File: config.mk
export PLATFORM = sky130hd
export DESIGN_NAME = pwdt_core
export DESIGN_NICKNAME = d
export VERILOG_FILES = /design/src/rtl/pwdt_deadtime.v /design/src/rtl/pwdt_trigger.v /design/src/rtl/pwdt_core.v
export VERILOG_INCLUDE_DIRS = /design/src /design/src/rtl
export SDC_FILE = /design/constraint.sdc
export NUM_CORES = 1
export LEC_CHECK = 0
export ABC_CLOCK_PERIOD_IN_PS = 3200
export BUFFER_PORTS_ARGS = -buffer_cell sky130_fd_sc_hd__buf_2
export CORE_MARGIN = 2
export CORE_UTILIZATION = 55
export CTS_CLUSTER_DIAMETER = 120
export DETAILED_ROUTE_END_ITERATION = 16
export PLACE_DENSITY = 0.79
export SLEW_MARGIN = 0
export SYNTH_ARGS = -nofsm -noshare
export SYNTH_HDL_FRONTEND = slang
export SYNTH_SLANG_ARGS = --single-unit
File: constraint.sdc
create_clock -name clk -period 3.2 [get_ports clk]
set_clock_uncertainty 0.2 [all_clocks]
set_input_delay 0.32 -clock clk [delete_from_list [all_inputs] [get_ports clk]]
set_output_delay 0.32 -clock clk [all_outputs]
set_load 0.02 [all_outputs]
File: src/rtl/pwdt_defines.vh
`ifndef PWDT_DEFINES_VH
`define PWDT_DEFINES_VH

// register byte addresses on the avalon bus
`define PWDT_OFS_DUTY0 8'h00
`define PWDT_OFS_DUTY1 8'h04
`define PWDT_OFS_DUTY2 8'h08
`define PWDT_OFS_DUTY3 8'h0C
`define PWDT_OFS_PERIOD 8'h10
`define PWDT_OFS_DTCTL 8'h14
`define PWDT_OFS_CTL1 8'h18
`define PWDT_OFS_TRIGCMP 8'h1C
`define PWDT_OFS_STATUS 8'h20

// dead time control fields
`define PWDT_DT_PS_HI 7
`define PWDT_DT_PS_LO 6
`define PWDT_DT_CNT_HI 5
`define PWDT_DT_CNT_LO 0
`define PWDT_DTCTL_RST 8'h00

// control one fields
`define PWDT_CTL1_UPDATE_DISABLE 0
`define PWDT_CTL1_TDIR 1
`define PWDT_CTL1_OPS_LO 4
`define PWDT_CTL1_OPS_HI 7
`define PWDT_CTL1_CMPL 8
`define PWDT_CTL1_RST 9'h000

// time base modes
`define PWDT_TB_UPDOWN 2'h2

`endif

File: src/rtl/pwdt_deadtime.v
`timescale 1ns/1ps
`include "pwdt_defines.vh"

// one dead-time unit for a complementary output pair
module pwdt_deadtime (
	input wire clk,
	input wire rst_b,
	input wire pwm_in,
	input wire [3:0] q_phase,
	input wire [1:0] match_phase,
	input wire [1:0] tb_prescale,
	input wire [1:0] dt_prescale,
	input wire [5:0] dt_count,
	input wire dt_write,
	input wire complementary,
	output reg out_high,
	output reg out_low
);
	reg pwm_last_q;
	reg [5:0] down_q;
	reg [2:0] pre_q;
	reg [1:0] phase_q;
	reg step_q1;
	reg step_phase;
	reg step;
	wire edge_seen;

	assign edge_seen = pwm_in != pwm_last_q;

	// choose the q clock that advances the counter
	always @* begin
		step_q1 = q_phase[0];
		step_phase = q_phase[phase_q];
		step = 1'b0;
		if (tb_prescale == 2'h0 && dt_prescale == 2'h0)
			// two q clocks per cycle, aligned to the match phase pair
			step = phase_q[0] ? (q_phase[1] | q_phase[3]) : (q_phase[0] | q_phase[2]);
		else if (tb_prescale == 2'h0)
			step = step_phase;
		else
			step = step_q1;
	end

	// prescaler divides the step for /4, /8, /16 settings
	always @(posedge clk or negedge rst_b) begin
		if (!rst_b) begin
			pwm_last_q <= 1'b0;
			down_q <= 6'h00;
			pre_q <= 3'h0;
			phase_q <= 2'h0;
			out_high <= 1'b0;
			out_low <= 1'b0;
		end else begin
			pwm_last_q <= pwm_in;
			if (edge_seen) begin
				down_q <= dt_count;
				pre_q <= 3'h0;
				phase_q <= match_phase;
			end else if (dt_write) begin
				pre_q <= 3'h0;
			end else if (step && down_q != 6'h00) begin
				// divisor of 1,2,4,8 steps for /2,/4,/8,/16
				if (pre_q == ((3'h1 << dt_prescale) - 3'h1) || dt_prescale == 2'h0) begin
					pre_q <= 3'h0;
					down_q <= down_q - 6'h01;
				end else begin
					pre_q <= pre_q + 3'h1;
				end
			end
			// in complementary mode outputs stay off while dead time runs; otherwise both follow pwm_in
			if (complementary) begin
				out_high <= pwm_in & ~edge_seen & (down_q == 6'h00);
				out_low <= ~pwm_in & ~edge_seen & (down_q == 6'h00);
			end else begin
				out_high <= pwm_in;
				out_low <= pwm_in;
			end
		end
	end
endmodule

File: src/rtl/pwdt_trigger.v
`timescale 1ns/1ps
`include "pwdt_defines.vh"

// special event trigger compare and postscaler
module pwdt_trigger (
	input wire clk,
	input wire rst_b,
	input wire [15:0] time_base,
	input wire tb_tick,
	input wire [1:0] tb_mode,
	input wire tb_down,
	input wire [15:0] compare_value,
	input wire direction_select,
	input wire [3:0] postscale_select,
	input wire compare_write,
	output reg trigger_pulse
);
	reg [3:0] post_q;
	wire dir_ok;
	wire hit;

	// direction only matters in up/down counting
	assign dir_ok = (tb_mode != `PWDT_TB_UPDOWN) || (tb_down == direction_select);
	assign hit = tb_tick && (time_base == compare_value) && dir_ok;

	always @(posedge clk or negedge rst_b) begin
		if (!rst_b) begin
			post_q <= 4'h0;
			trigger_pulse <= 1'b0;
		end else begin
			trigger_pulse <= 1'b0;
			if (compare_write) begin
				post_q <= 4'h0;
			end else if (hit) begin
				if (post_q == postscale_select) begin
					post_q <= 4'h0;
					trigger_pulse <= 1'b1;
				end else begin
					post_q <= post_q + 4'h1;
				end
			end
		end
	end
endmodule

File: src/rtl/pwdt_core.v
// Decided for this implementation: register access over Avalon-MM and the register offsets.
`timescale 1ns/1ps
`include "pwdt_defines.vh"

// Notes on behaviour
// - four 14-bit duty values, six high-byte bits plus eight low-byte bits
// - software writes a buffer; compare uses an active copy loaded from it
// - at 1:1, upper 12 bits match time base 11:0, low 2 pick Q phase
// - edge aligned: active from Q1 at period start until the duty match
// - other prescales: match takes effect at Q1 of the matching cycle
// - complementary mode drives pair as complements with dead time between
// - dead-time prescale bits 7-6 pick osc/2, /4, /8 or /16; code runs /4, /8, /16 at osc/8, /16, /32
// - bits 5-0 give dead-time length in prescaled clock periods
// - prescaler cleared on counter load, control write and reset
// - counter steps on Q1 for dt /4-/16 and time base /16-/256
// - both prescales at 00: counter steps on two Q clocks per cycle
// - steps on Q1/Q3 or Q2/Q4 following the phase of the match
// - 1:1 time base with dt /4-/16: steps on the match Q phase
// - while update disable is set no buffer moves to active registers
// - clearing update disable loads all pending buffers together
// - trigger when time base equals the 16-bit compare value
// - direction bit qualifies trigger only in up/down count mode
// - trigger pulses are always produced, no enable bit
// - 4-bit postscaler gives one pulse per 1 to 16 matches
// - postscaler cleared by compare write and by reset
module pwdt_core #(
	parameter CHANNELS = 4
) (
	input wire clk,
	input wire rst_b,
	// avalon-mm slave
	input wire [7:0] avs_address,
	input wire avs_read,
	input wire avs_write,
	input wire [31:0] avs_writedata,
	input wire [3:0] avs_byteenable,
	output wire [31:0] avs_readdata,
	output wire avs_waitrequest,
	// time base from the outside counter
	input wire [15:0] time_base,
	input wire [3:0] q_phase,
	input wire [1:0] tb_prescale,
	input wire [1:0] tb_mode,
	input wire tb_down,
	input wire period_start,
	// outputs
	output wire [15:0] period_active,
	output wire [2*CHANNELS-1:0] pwm_out,
	output wire trigger_pulse
);
	reg [13:0] duty_buf_q [0:CHANNELS-1];
	reg [13:0] duty_act_q [0:CHANNELS-1];
	reg [CHANNELS-1:0] duty_raw_q;
	reg [15:0] period_buf_q;
	reg [15:0] period_act_q;
	reg [7:0] dtctl_q;
	reg [8:0] ctl1_q;
	reg [15:0] trigcmp_q;
	reg dt_write_q;
	reg cmp_write_q;
	reg update_disable_last_q;
	reg rd_pending_q;
	reg [31:0] rdata_q;
	reg [31:0] rdata_d;
	reg [CHANNELS-1:0] match;
	integer i;
	wire wr_ok;
	wire rd_go;
	wire load_now;
	wire [15:0] duty_merged;

	// merge byte lanes into a stored word
	function [15:0] pwdt_merge;
		input [15:0] old_val;
		input [15:0] new_val;
		input [1:0] be;
		begin
			pwdt_merge = {be[1] ? new_val[15:8] : old_val[15:8],
				be[0] ? new_val[7:0] : old_val[7:0]};
		end
	endfunction

	// match for one channel at the current q phase
	function pwdt_duty_hit;
		input [13:0] duty;
		input [15:0] tb;
		input [3:0] q;
		input [1:0] psel;
		begin
			if (psel == 2'h0)
				pwdt_duty_hit = (duty[13:2] == tb[11:0]) && q[duty[1:0]];
			else
				pwdt_duty_hit = (duty[13:2] == tb[11:0]) && q[0];
		end
	endfunction

	// writes land on the cycle of the request; reads take one extra cycle
	assign wr_ok = avs_write;
	assign rd_go = avs_read && !rd_pending_q;
	assign avs_waitrequest = avs_read && !rd_pending_q;
	assign avs_readdata = rdata_q;
	// a load happens on the falling edge of update disable or at each period start while update disable is clear
	assign load_now = (update_disable_last_q && !ctl1_q[`PWDT_CTL1_UPDATE_DISABLE]) ||
		(period_start && !ctl1_q[`PWDT_CTL1_UPDATE_DISABLE]);
	assign period_active = period_act_q;
	// merged duty word is 16 bits wide; only the low 14 are stored
	assign duty_merged = pwdt_merge({2'h0, duty_buf_q[avs_address[3:2]]},
		{2'h0, avs_writedata[13:0]}, avs_byteenable[1:0]);

	// register writes
	always @(posedge clk or negedge rst_b) begin
		if (!rst_b) begin
			for (i = 0; i < CHANNELS; i = i + 1) begin
				duty_buf_q[i] <= 14'h0000;
				duty_act_q[i] <= 14'h0000;
			end
			period_buf_q <= 16'h0000;
			period_act_q <= 16'h0000;
			dtctl_q <= `PWDT_DTCTL_RST;
			ctl1_q <= `PWDT_CTL1_RST;
			trigcmp_q <= 16'h0000;
			dt_write_q <= 1'b0;
			cmp_write_q <= 1'b0;
			update_disable_last_q <= 1'b0;
		end else begin
			dt_write_q <= 1'b0;
			cmp_write_q <= 1'b0;
			update_disable_last_q <= ctl1_q[`PWDT_CTL1_UPDATE_DISABLE];
			if (wr_ok) begin
				case (avs_address)
				`PWDT_OFS_DUTY0, `PWDT_OFS_DUTY1, `PWDT_OFS_DUTY2, `PWDT_OFS_DUTY3: begin
					// high byte keeps its six low bits only
					duty_buf_q[avs_address[3:2]] <= duty_merged[13:0];
				end
				`PWDT_OFS_PERIOD: period_buf_q <= pwdt_merge(period_buf_q, avs_writedata[15:0],
					avs_byteenable[1:0]);
				`PWDT_OFS_DTCTL: begin
					if (avs_byteenable[0]) begin
						dtctl_q <= avs_writedata[7:0];
						dt_write_q <= 1'b1;
					end
				end
				`PWDT_OFS_CTL1: begin
					if (avs_byteenable[0])
						ctl1_q[7:0] <= avs_writedata[7:0];
					if (avs_byteenable[1])
						ctl1_q[8] <= avs_writedata[8];
				end
				`PWDT_OFS_TRIGCMP: begin
					trigcmp_q <= pwdt_merge(trigcmp_q, avs_writedata[15:0], avs_byteenable[1:0]);
					cmp_write_q <= |avs_byteenable[1:0];
				end
				default: begin
				end
				endcase
			end
			// buffers move together, never while locked
			if (load_now) begin
				for (i = 0; i < CHANNELS; i = i + 1)
					duty_act_q[i] <= duty_buf_q[i];
				period_act_q <= period_buf_q;
			end
		end
	end

	// read mux, unmapped reads return zero
	always @* begin
		rdata_d = 32'h00000000;
		case (avs_address)
		`PWDT_OFS_DUTY0, `PWDT_OFS_DUTY1, `PWDT_OFS_DUTY2, `PWDT_OFS_DUTY3:
			rdata_d = {18'h00000, duty_buf_q[avs_address[3:2]]};
		`PWDT_OFS_PERIOD: rdata_d = {16'h0000, period_buf_q};
		`PWDT_OFS_DTCTL: rdata_d = {24'h000000, dtctl_q};
		`PWDT_OFS_CTL1: rdata_d = {23'h000000, ctl1_q};
		`PWDT_OFS_TRIGCMP: rdata_d = {16'h0000, trigcmp_q};
		`PWDT_OFS_STATUS: rdata_d = {{(32-CHANNELS){1'b0}}, duty_raw_q};
		default: rdata_d = 32'h00000000;
		endcase
	end

	// read handshake register
	always @(posedge clk or negedge rst_b) begin
		if (!rst_b) begin
			rd_pending_q <= 1'b0;
			rdata_q <= 32'h00000000;
		end else begin
			rd_pending_q <= rd_go;
			if (rd_go)
				rdata_q <= rdata_d;
		end
	end

	// edge-aligned raw pwm per channel
	always @* begin
		for (i = 0; i < CHANNELS; i = i + 1)
			match[i] = pwdt_duty_hit(duty_act_q[i], time_base, q_phase, tb_prescale);
	end

	always @(posedge clk or negedge rst_b) begin
		if (!rst_b) begin
			duty_raw_q <= {CHANNELS{1'b0}};
		end else begin
			for (i = 0; i < CHANNELS; i = i + 1) begin
				if (match[i])
					duty_raw_q[i] <= 1'b0;
				else if (period_start && q_phase[0] && duty_act_q[i] != 14'h0000)
					duty_raw_q[i] <= 1'b1;
			end
		end
	end

	// one dead-time unit per output pair
	genvar g;
	generate
		for (g = 0; g < CHANNELS; g = g + 1) begin : gen_pair
			pwdt_deadtime u_dt (
				.clk(clk),
				.rst_b(rst_b),
				.pwm_in(duty_raw_q[g]),
				.q_phase(q_phase),
				.match_phase(duty_act_q[g][1:0]),
				.tb_prescale(tb_prescale),
				.dt_prescale(dtctl_q[`PWDT_DT_PS_HI:`PWDT_DT_PS_LO]),
				.dt_count(dtctl_q[`PWDT_DT_CNT_HI:`PWDT_DT_CNT_LO]),
				.dt_write(dt_write_q),
				.complementary(ctl1_q[`PWDT_CTL1_CMPL]),
				.out_high(pwm_out[2*g]),
				.out_low(pwm_out[2*g+1])
			);
		end
	endgenerate

	pwdt_trigger u_trig (
		.clk(clk),
		.rst_b(rst_b),
		.time_base(time_base),
		.tb_tick(q_phase[0]),
		.tb_mode(tb_mode),
		.tb_down(tb_down),
		.compare_value(trigcmp_q),
		.direction_select(ctl1_q[`PWDT_CTL1_TDIR]),
		.postscale_select(ctl1_q[`PWDT_CTL1_OPS_HI:`PWDT_CTL1_OPS_LO]),
		.compare_write(cmp_write_q),
		.trigger_pulse(trigger_pulse)
	);
endmodule

* Word-level counts from Yosys, hierarchy flattened
Cells that the tools add are included.
** Cells by class
- Add/subtract/negate cells :: 10
- $lt $le $gt $ge :: 10
- Eq/ne operators :: 28
- Shift operators :: 1
- Multiplexer cells :: 100
- Bitwise gates (word level) :: 27
- Reductions and logical operators :: 78
** Operators by type and width (number)
- two-way mux 6 bit :: 17
- case mux 16 bit (6 select lines) :: 1
- bitwise mux 56 bit :: 1
- nonzero test 14 bit :: 4
- == test 12 bit :: 4
- two-way mux 1 bit :: 48
- two-way mux 3 bit :: 16
- two-way mux 14 bit :: 3
- AND reduction 3 bit :: 11
- == test 8 x 5 -> 1 bit, second input constant :: 4
- binary-select mux 14 bit (select 2 bit) :: 1
- demux 14 bit (select 2 bit) :: 1
- nonzero test 2 bit :: 13
- logical AND 1 bit :: 24
- logical NOT 6 bit :: 4
- less-than comparator 2 x 3 -> 1 bit, second input constant :: 8
- nonzero test 6 bit :: 4
- subtractor 6 x 1 -> 6 bit, second input constant :: 4
- bitwise AND 1 bit :: 16
- binary-select mux 1 bit (select 2 bit) :: 8
- == test 16 bit :: 1
- == test 8 x 4 -> 1 bit, second input constant :: 2
- adder 3 x 1 -> 3 bit, second input constant :: 4
- == test 3 bit :: 4
- 25 further kinds :: 51
** Storage, ports and cells
- Flip-flop bits (word level) :: 278
- Input port bits :: 74
- Output and inout port bits :: 58
- Word-level logic and storage cells :: 305

* Depth between registers and ports, before layout
- Depth after elaboration :: 8
- Gate-level depth with buffers :: 8
- Mapped depth without buffers :: 7

* By module
Synthesis repeated with hierarchy kept, for this count alone.
** Unflattened totals
- Cells, all modules :: 1157
- Area, all modules :: 13985.9 sq um
** Modules (own cells, without submodules)
- pwdt_core :: instances 1, cells each 678, area each 9587.9 sq um, seq. area each 5029.8 sq um
- pwdt_deadtime :: instances 4, cells each 106, area each 964.7 sq um, seq. area each 350.3 sq um
- pwdt_trigger :: instances 1, cells each 55, area each 539.3 sq um, seq. area each 125.1 sq um

* Worst setup path before layout
Ideal clock, no wire load.
- Kind :: register to register
- Start :: register dtctl_q[7]
- End :: register gen_pair[1].u_dt.down_q[1]
- Setup time :: 104 ps
- Data arrival time :: 2013 ps
- Required time :: 2896 ps
- Setup slack :: 883 ps
- Stages on the path, launching flop included :: 8
- Path buffers :: 2
- Clock period less this slack :: 2317 ps
- Cell sequence :: dfrtp_1 -> or2_1 -> buf_6 -> a2111o_1 -> a31o_1 -> buf_6 -> or4_1 -> o311ai_1
** On the way
- Cells in the longest elaborated chain, start to end :: 6
- Elaborated cells on any way between the ends :: 11
- Those cells by class :: add/sub (1); eq/ne (1); shift (1); mux (1); reduce/logical (7)
** RTL lines
- from (decl) :: line pwdt_core.v:56 : reg [7:0] dtctl_q;
- from (signal assigned) :: line pwdt_core.v:119 : dtctl_q <= `PWDT_DTCTL_RST;
- from (signal assigned) :: line pwdt_core.v:139 : dtctl_q <= avs_writedata[7:0];
- << shifter 1 x 2 -> 3 bit or logical NOT 2 bit (tied branches) :: line pwdt_deadtime.v:63, pwdt_deadtime.v:35
- subtractor 3 x 1 -> 3 bit or logical AND 1 bit (tied branches) :: line pwdt_deadtime.v:63, pwdt_deadtime.v:35
- == test 3 bit or two-way mux 1 bit (tied branches) :: line pwdt_deadtime.v:63, pwdt_deadtime.v:35
- logical OR 1 bit or logical AND 1 bit (tied branches) :: line pwdt_deadtime.v:63, pwdt_deadtime.v:61
- nonzero test 2 bit (no line)
- AND reduction 3 bit (no line) (*)
- to (signal assigned) :: line pwdt_deadtime.v:56 : down_q <= dt_count;
- to (signal assigned) :: line pwdt_deadtime.v:65 : down_q <= down_q - 6'h01;
- to (decl) :: line pwdt_deadtime.v:20 : reg [5:0] down_q;
Mark *: on every way between the ends. The rest lies on a longest branch, timed or not.
A chain may end at the register's enable or synchronous reset.

* Final worst setup path
- Start :: register dtctl_q[7]
- End :: register gen_pair[0].u_dt.down_q[4]
** On the way
- Cells in the longest elaborated chain, start to end :: 6
- Elaborated cells on any way between the ends :: 11
- Those cells by class :: add/sub (1); eq/ne (1); shift (1); mux (1); reduce/logical (7)
** RTL lines (line)
- << shifter 1 x 2 -> 3 bit or logical NOT 2 bit (tied branches) :: pwdt_deadtime.v:63, pwdt_deadtime.v:35
- subtractor 3 x 1 -> 3 bit or logical AND 1 bit (tied branches) :: pwdt_deadtime.v:63, pwdt_deadtime.v:35
- == test 3 bit or two-way mux 1 bit (tied branches) :: pwdt_deadtime.v:63, pwdt_deadtime.v:35
- logical OR 1 bit or logical AND 1 bit (tied branches) :: pwdt_deadtime.v:63, pwdt_deadtime.v:61
- nonzero test 2 bit (no line)
- AND reduction 3 bit (no line) (*)
- to (signal assigned) :: pwdt_deadtime.v:56
- to (signal assigned) :: pwdt_deadtime.v:65
- to (decl) :: pwdt_deadtime.v:20
Marks and branches as above.

==> impl_metrics.csv <==
group,metric,value,unit
run_status,status,"complete, no violations",
pwr,finalPower,0.00938,W
timing,period_minus_slack,2600,ps
cells_and_area,multi_input_area,0.00620,mm2
cells_and_area,final_cell_mix,"dfrtp_1, mux2_2, buf_2",
timing,slew_viol_final,0,
routing,vias_per_cell,6.22,
logic_synthesis,async_reset_ff_share,100,%
global_routing,gr-total-overflow,0,
critical_path,crit_chain,"or3_1, a21boi_1, o2111ai_1, or4_1, a31oi_1",
logic_synthesis,netlist_instances,1169,
logic_synthesis,yosysWarningCount,0,
logic_synthesis,synth-seq-cells,262,
critical_path,cp_num_buf_inv,0,
routing,drc,0,
routing,drt.antenna.violating_nets,0,
place,preCtsSetupSlack,516,ps
critical_path,crit_arrival,2870,ps
routing,wire_per_inst,21.7,um
global_routing,antenna_found_initial,0,
critical_path,timing.rr.end,"gen_pair[0].u_dt.down_q[4]$_DFFE_PN0P_",
die,fp-row-count,56,
logic_synthesis,synthFlopType,"dfrtp_1",
pwr,leakage,7.08,nW
die,die_h,159,um
global_routing,grt_max_degree,84,
logic_synthesis,netlist_area,0.0133,mm2
timing,tightest_slew,1000,ps
clocking,clockRootBuffer,"clkbuf_16",
timing,grt_setup_unrepaired,"no",
min_path,min_to,"duty_raw_q[2]$_DFFE_PN0P_",
clocking,htreeDepth,1,
die,io_pins,132,
critical_path,cp_slowest_cell,"or4_1",
timing,slew_headroom,33.1,%
timing,max_freq,384,MHz
timing,fin_crit_sh,81.3,%
cells_and_area,area_delta_synth_final,14.1,%
timing,final_hold_viol_count,0,
critical_path,path_class,"flip-flop to flip-flop",
timing,setup_viol,0,
timing,fin_tns_setup,0,ps
die,core_area,0.0236,mm2
pwr,irDropWorstVdd,519,uV
cells_and_area,num_antenna_cells,0,
pwr,power_density,619,mW/mm2
clocking,ctsResizeCount,0,
global_routing,grt_pass1_wl,55600,um
critical_path,r2r-start,"dtctl_q[7]$_DFFE_PN0P_",
critical_path,critPathTopFamily,"simple AND/OR/NAND/NOR gates",
min_path,hold_class,"primary input to flip-flop",
global_routing,grt_pass1_vias,9906,
cells_and_area,regArea,0.00656,mm2
clocking,cts-buffers-inserted,28,
clocking,clk_latency,550,ps
critical_path,cp.required,3470,ps
timing,fin_ws,597,ps
critical_path,slowest_delay,590,ps
critical_path,r2r_setup_slack,600,ps
place,place_congestion,0.943,
logic_synthesis,synth_cell_types,73,
cells_and_area,nNetsFinal,1358,
cells_and_area,fillers,1837,
critical_path,r2r_cells,5,
place,hpwl,24800,um
critical_path,critPathCaptureType,"flip-flop",
global_routing,grt_use_total,27.6,%
critical_path,worstPathMaxFanout,11,
clocking,clkSinkCount,262,
routing,routed_wl,34700,um
run,maxCapViolCount,0,
logic_synthesis,avgSynthCellArea,11.4,um2
routing,drtIter0Drc,817,
min_path,hold_depth,3,
critical_path,worstSetupStartpointType,"flip-flop",
die,die_x,159,um
clocking,cts_tree,"done",
logic_synthesis,ys_seq_area_share,49.4,%
routing,drt_pass1_iterations,5,
place,portBuffers,97,
cells_and_area,fin_util,64.2,%
clocking,clk_pin_slew,60,ps
clocking,cts_buffer_depth,3,
routing,vias,9965,
logic_synthesis,synth-edff-count,0,
min_path,min_from,"period_start",
cells_and_area,layout_commonest_cell,"dfrtp_1",
cells_and_area,drive_gt1_share,26.6,%
die,start_util,56.2,%
die,die_area,0.0254,mm2
==> worst min-delay path: cells and delay by family <==
kind	cells	cell delay, ps
AOI/OAI and AO/OA	2	220
buffers and inverters	1	180
==> registers in the layout (all words and copies together), names as in the netlist <==
| name | count |
|---|---|
| trigcmp_q | 16 |
| avs_readdata | 16 |
| gen_pair.u_dt.down_q | 24 |
| rd_pending_q | 1 |
| dtctl_q | 8 |
| dt_write_q | 1 |
| ctl1_q | 9 |
| gen_pair.u_dt.out_high | 4 |
| duty_act_q | 42 |
| cmp_write_q | 1 |
| period_buf_q | 16 |
| period_active | 16 |
| duty_buf_q | 56 |
| u_trig.post_q | 4 |
| u_trig.trigger_pulse | 1 |
| gen_pair.u_dt.pwm_last_q | 4 |
| gen_pair.u_dt.pre_q | 12 |
| update_disable_last_q | 1 |
| gen_pair.u_dt.out_low | 4 |
| duty_raw_q | 4 |
| gen_pair.u_dt.phase_q | 8 |
| pwdt_duty_hit.duty | 14 |
==> Yosys cell counts, types with 5 or more instances <==
cell | n | area, um2
ha_1 | 21 | 263
buf_2 | 10 | 50.1
nor2_1 | 52 | 195
nand3_1 | 16 | 80.1
and3_1 | 5 | 31.3
buf_4 | 24 | 180
xor2_1 | 23 | 201
o31ai_1 | 15 | 113
a22oi_1 | 8 | 60.1
nand2b_1 | 5 | 31.3
mux2i_1 | 25 | 250
or4_1 | 18 | 135
nand4_1 | 21 | 131
nor3_1 | 15 | 75.1
nand3b_1 | 6 | 45.0
nand2_1 | 91 | 342
nor4_1 | 24 | 150
a31o_2 | 12 | 105
a31oi_1 | 22 | 138
xnor2_1 | 46 | 403
a21oi_1 | 12 | 60.1
o311ai_0 | 6 | 52.6
inv_1 | 29 | 109
a211oi_1 | 6 | 45.0
mux2_2 | 124 | 1400
or3_1 | 16 | 100
a41oi_1 | 5 | 43.8
mux2_1 | 6 | 67.6
o21ai_0 | 78 | 390
nor2b_1 | 5 | 31.3
mux4_2 | 25 | 563
dfrtp_1 | 262 | 6560
a22o_1 | 15 | 131
clkbuf_1 | 51 | 191
==> cells by family (layout without fill, tap and decap cells) <==
kind of cell / Yosys count / count (layout) / synth area share [%]
simple gates: 299 / 299 / 11.7
flops: 262 / 262 / 49.4
buf+inv: 123 / 222 / 4.36
mux: 180 / 180 / 17.2
xor+xnor: 69 / 69 / 4.55
compound gates: 214 / 214 / 10.9
fa+ha+maj: 21 / 21 / 1.98
other cells: 1 / 16 / 0.0283
==> what timing repair did <==
item / 4_1_cts / 5_1_grt
endpoints found under the hold margin: 133 / 0
hold buffers: 18 / 0
setup endpoints to repair: 0 / 0
setup buffers: 0 / 0
==> layer usage <==
metal	vias up	GRT usage, %	wire length [um]
li1	4437	-	-
met1	5045	37.8	14300
met2	416	45.7	16700
met3	67	4.90	2740
met4	0	8.14	989
met5	-	0	0
==> power breakdown <==
group / switching (W) / internal (W) / total [W]
clock network: 0.00135 / 0.00197 / 0.00332
registers: 0.000295 / 0.00364 / 0.00393
logic: 0.00128 / 0.000850 / 0.00213
total: 0.00292 / 0.00646 / 0.00938
==> through the flow <==
stage	instance area, um2	hold slack (ps)	instances
floorplan	13300	-176	1184
global placement	14000	103	1534
detailed placement	14000	105	1534
CTS	15100	4.72	1602
global route	15100	10.7	1602
finish	15100	17.8	1602
==> cell type report <==
class,count,area share (%)
clock inverter,12,1.05
timing repair buffer,139,6.06
multi-input combinational,799,41.0
sequential,262,43.3
tap,319,2.63
clock buffer,38,5.20
inverter,33,0.818
==> how the worst max path moves through the flow <==
stage                                 from                                endpoint  depth (start not counted)
global placement            avs_address[1]               trigcmp_q[11]$_DFFE_PN0P_                          5
finish              dtctl_q[7]$_DFFE_PN0P_  gen_pair[0].u_dt.down_q[4]$_DFFE_PN0P_                          5
detailed placement          avs_address[1]               trigcmp_q[11]$_DFFE_PN0P_                          5
CTS                 dtctl_q[7]$_DFFE_PN0P_  gen_pair[1].u_dt.down_q[5]$_DFFE_PN0P_                          5
global route        dtctl_q[7]$_DFFE_PN0P_  gen_pair[0].u_dt.down_q[1]$_DFFE_PN0P_                          5
floorplan           dtctl_q[7]$_DFFE_PN0P_  gen_pair[1].u_dt.down_q[1]$_DFFE_PN0P_                          7
(Power assumes the default switching activity.)
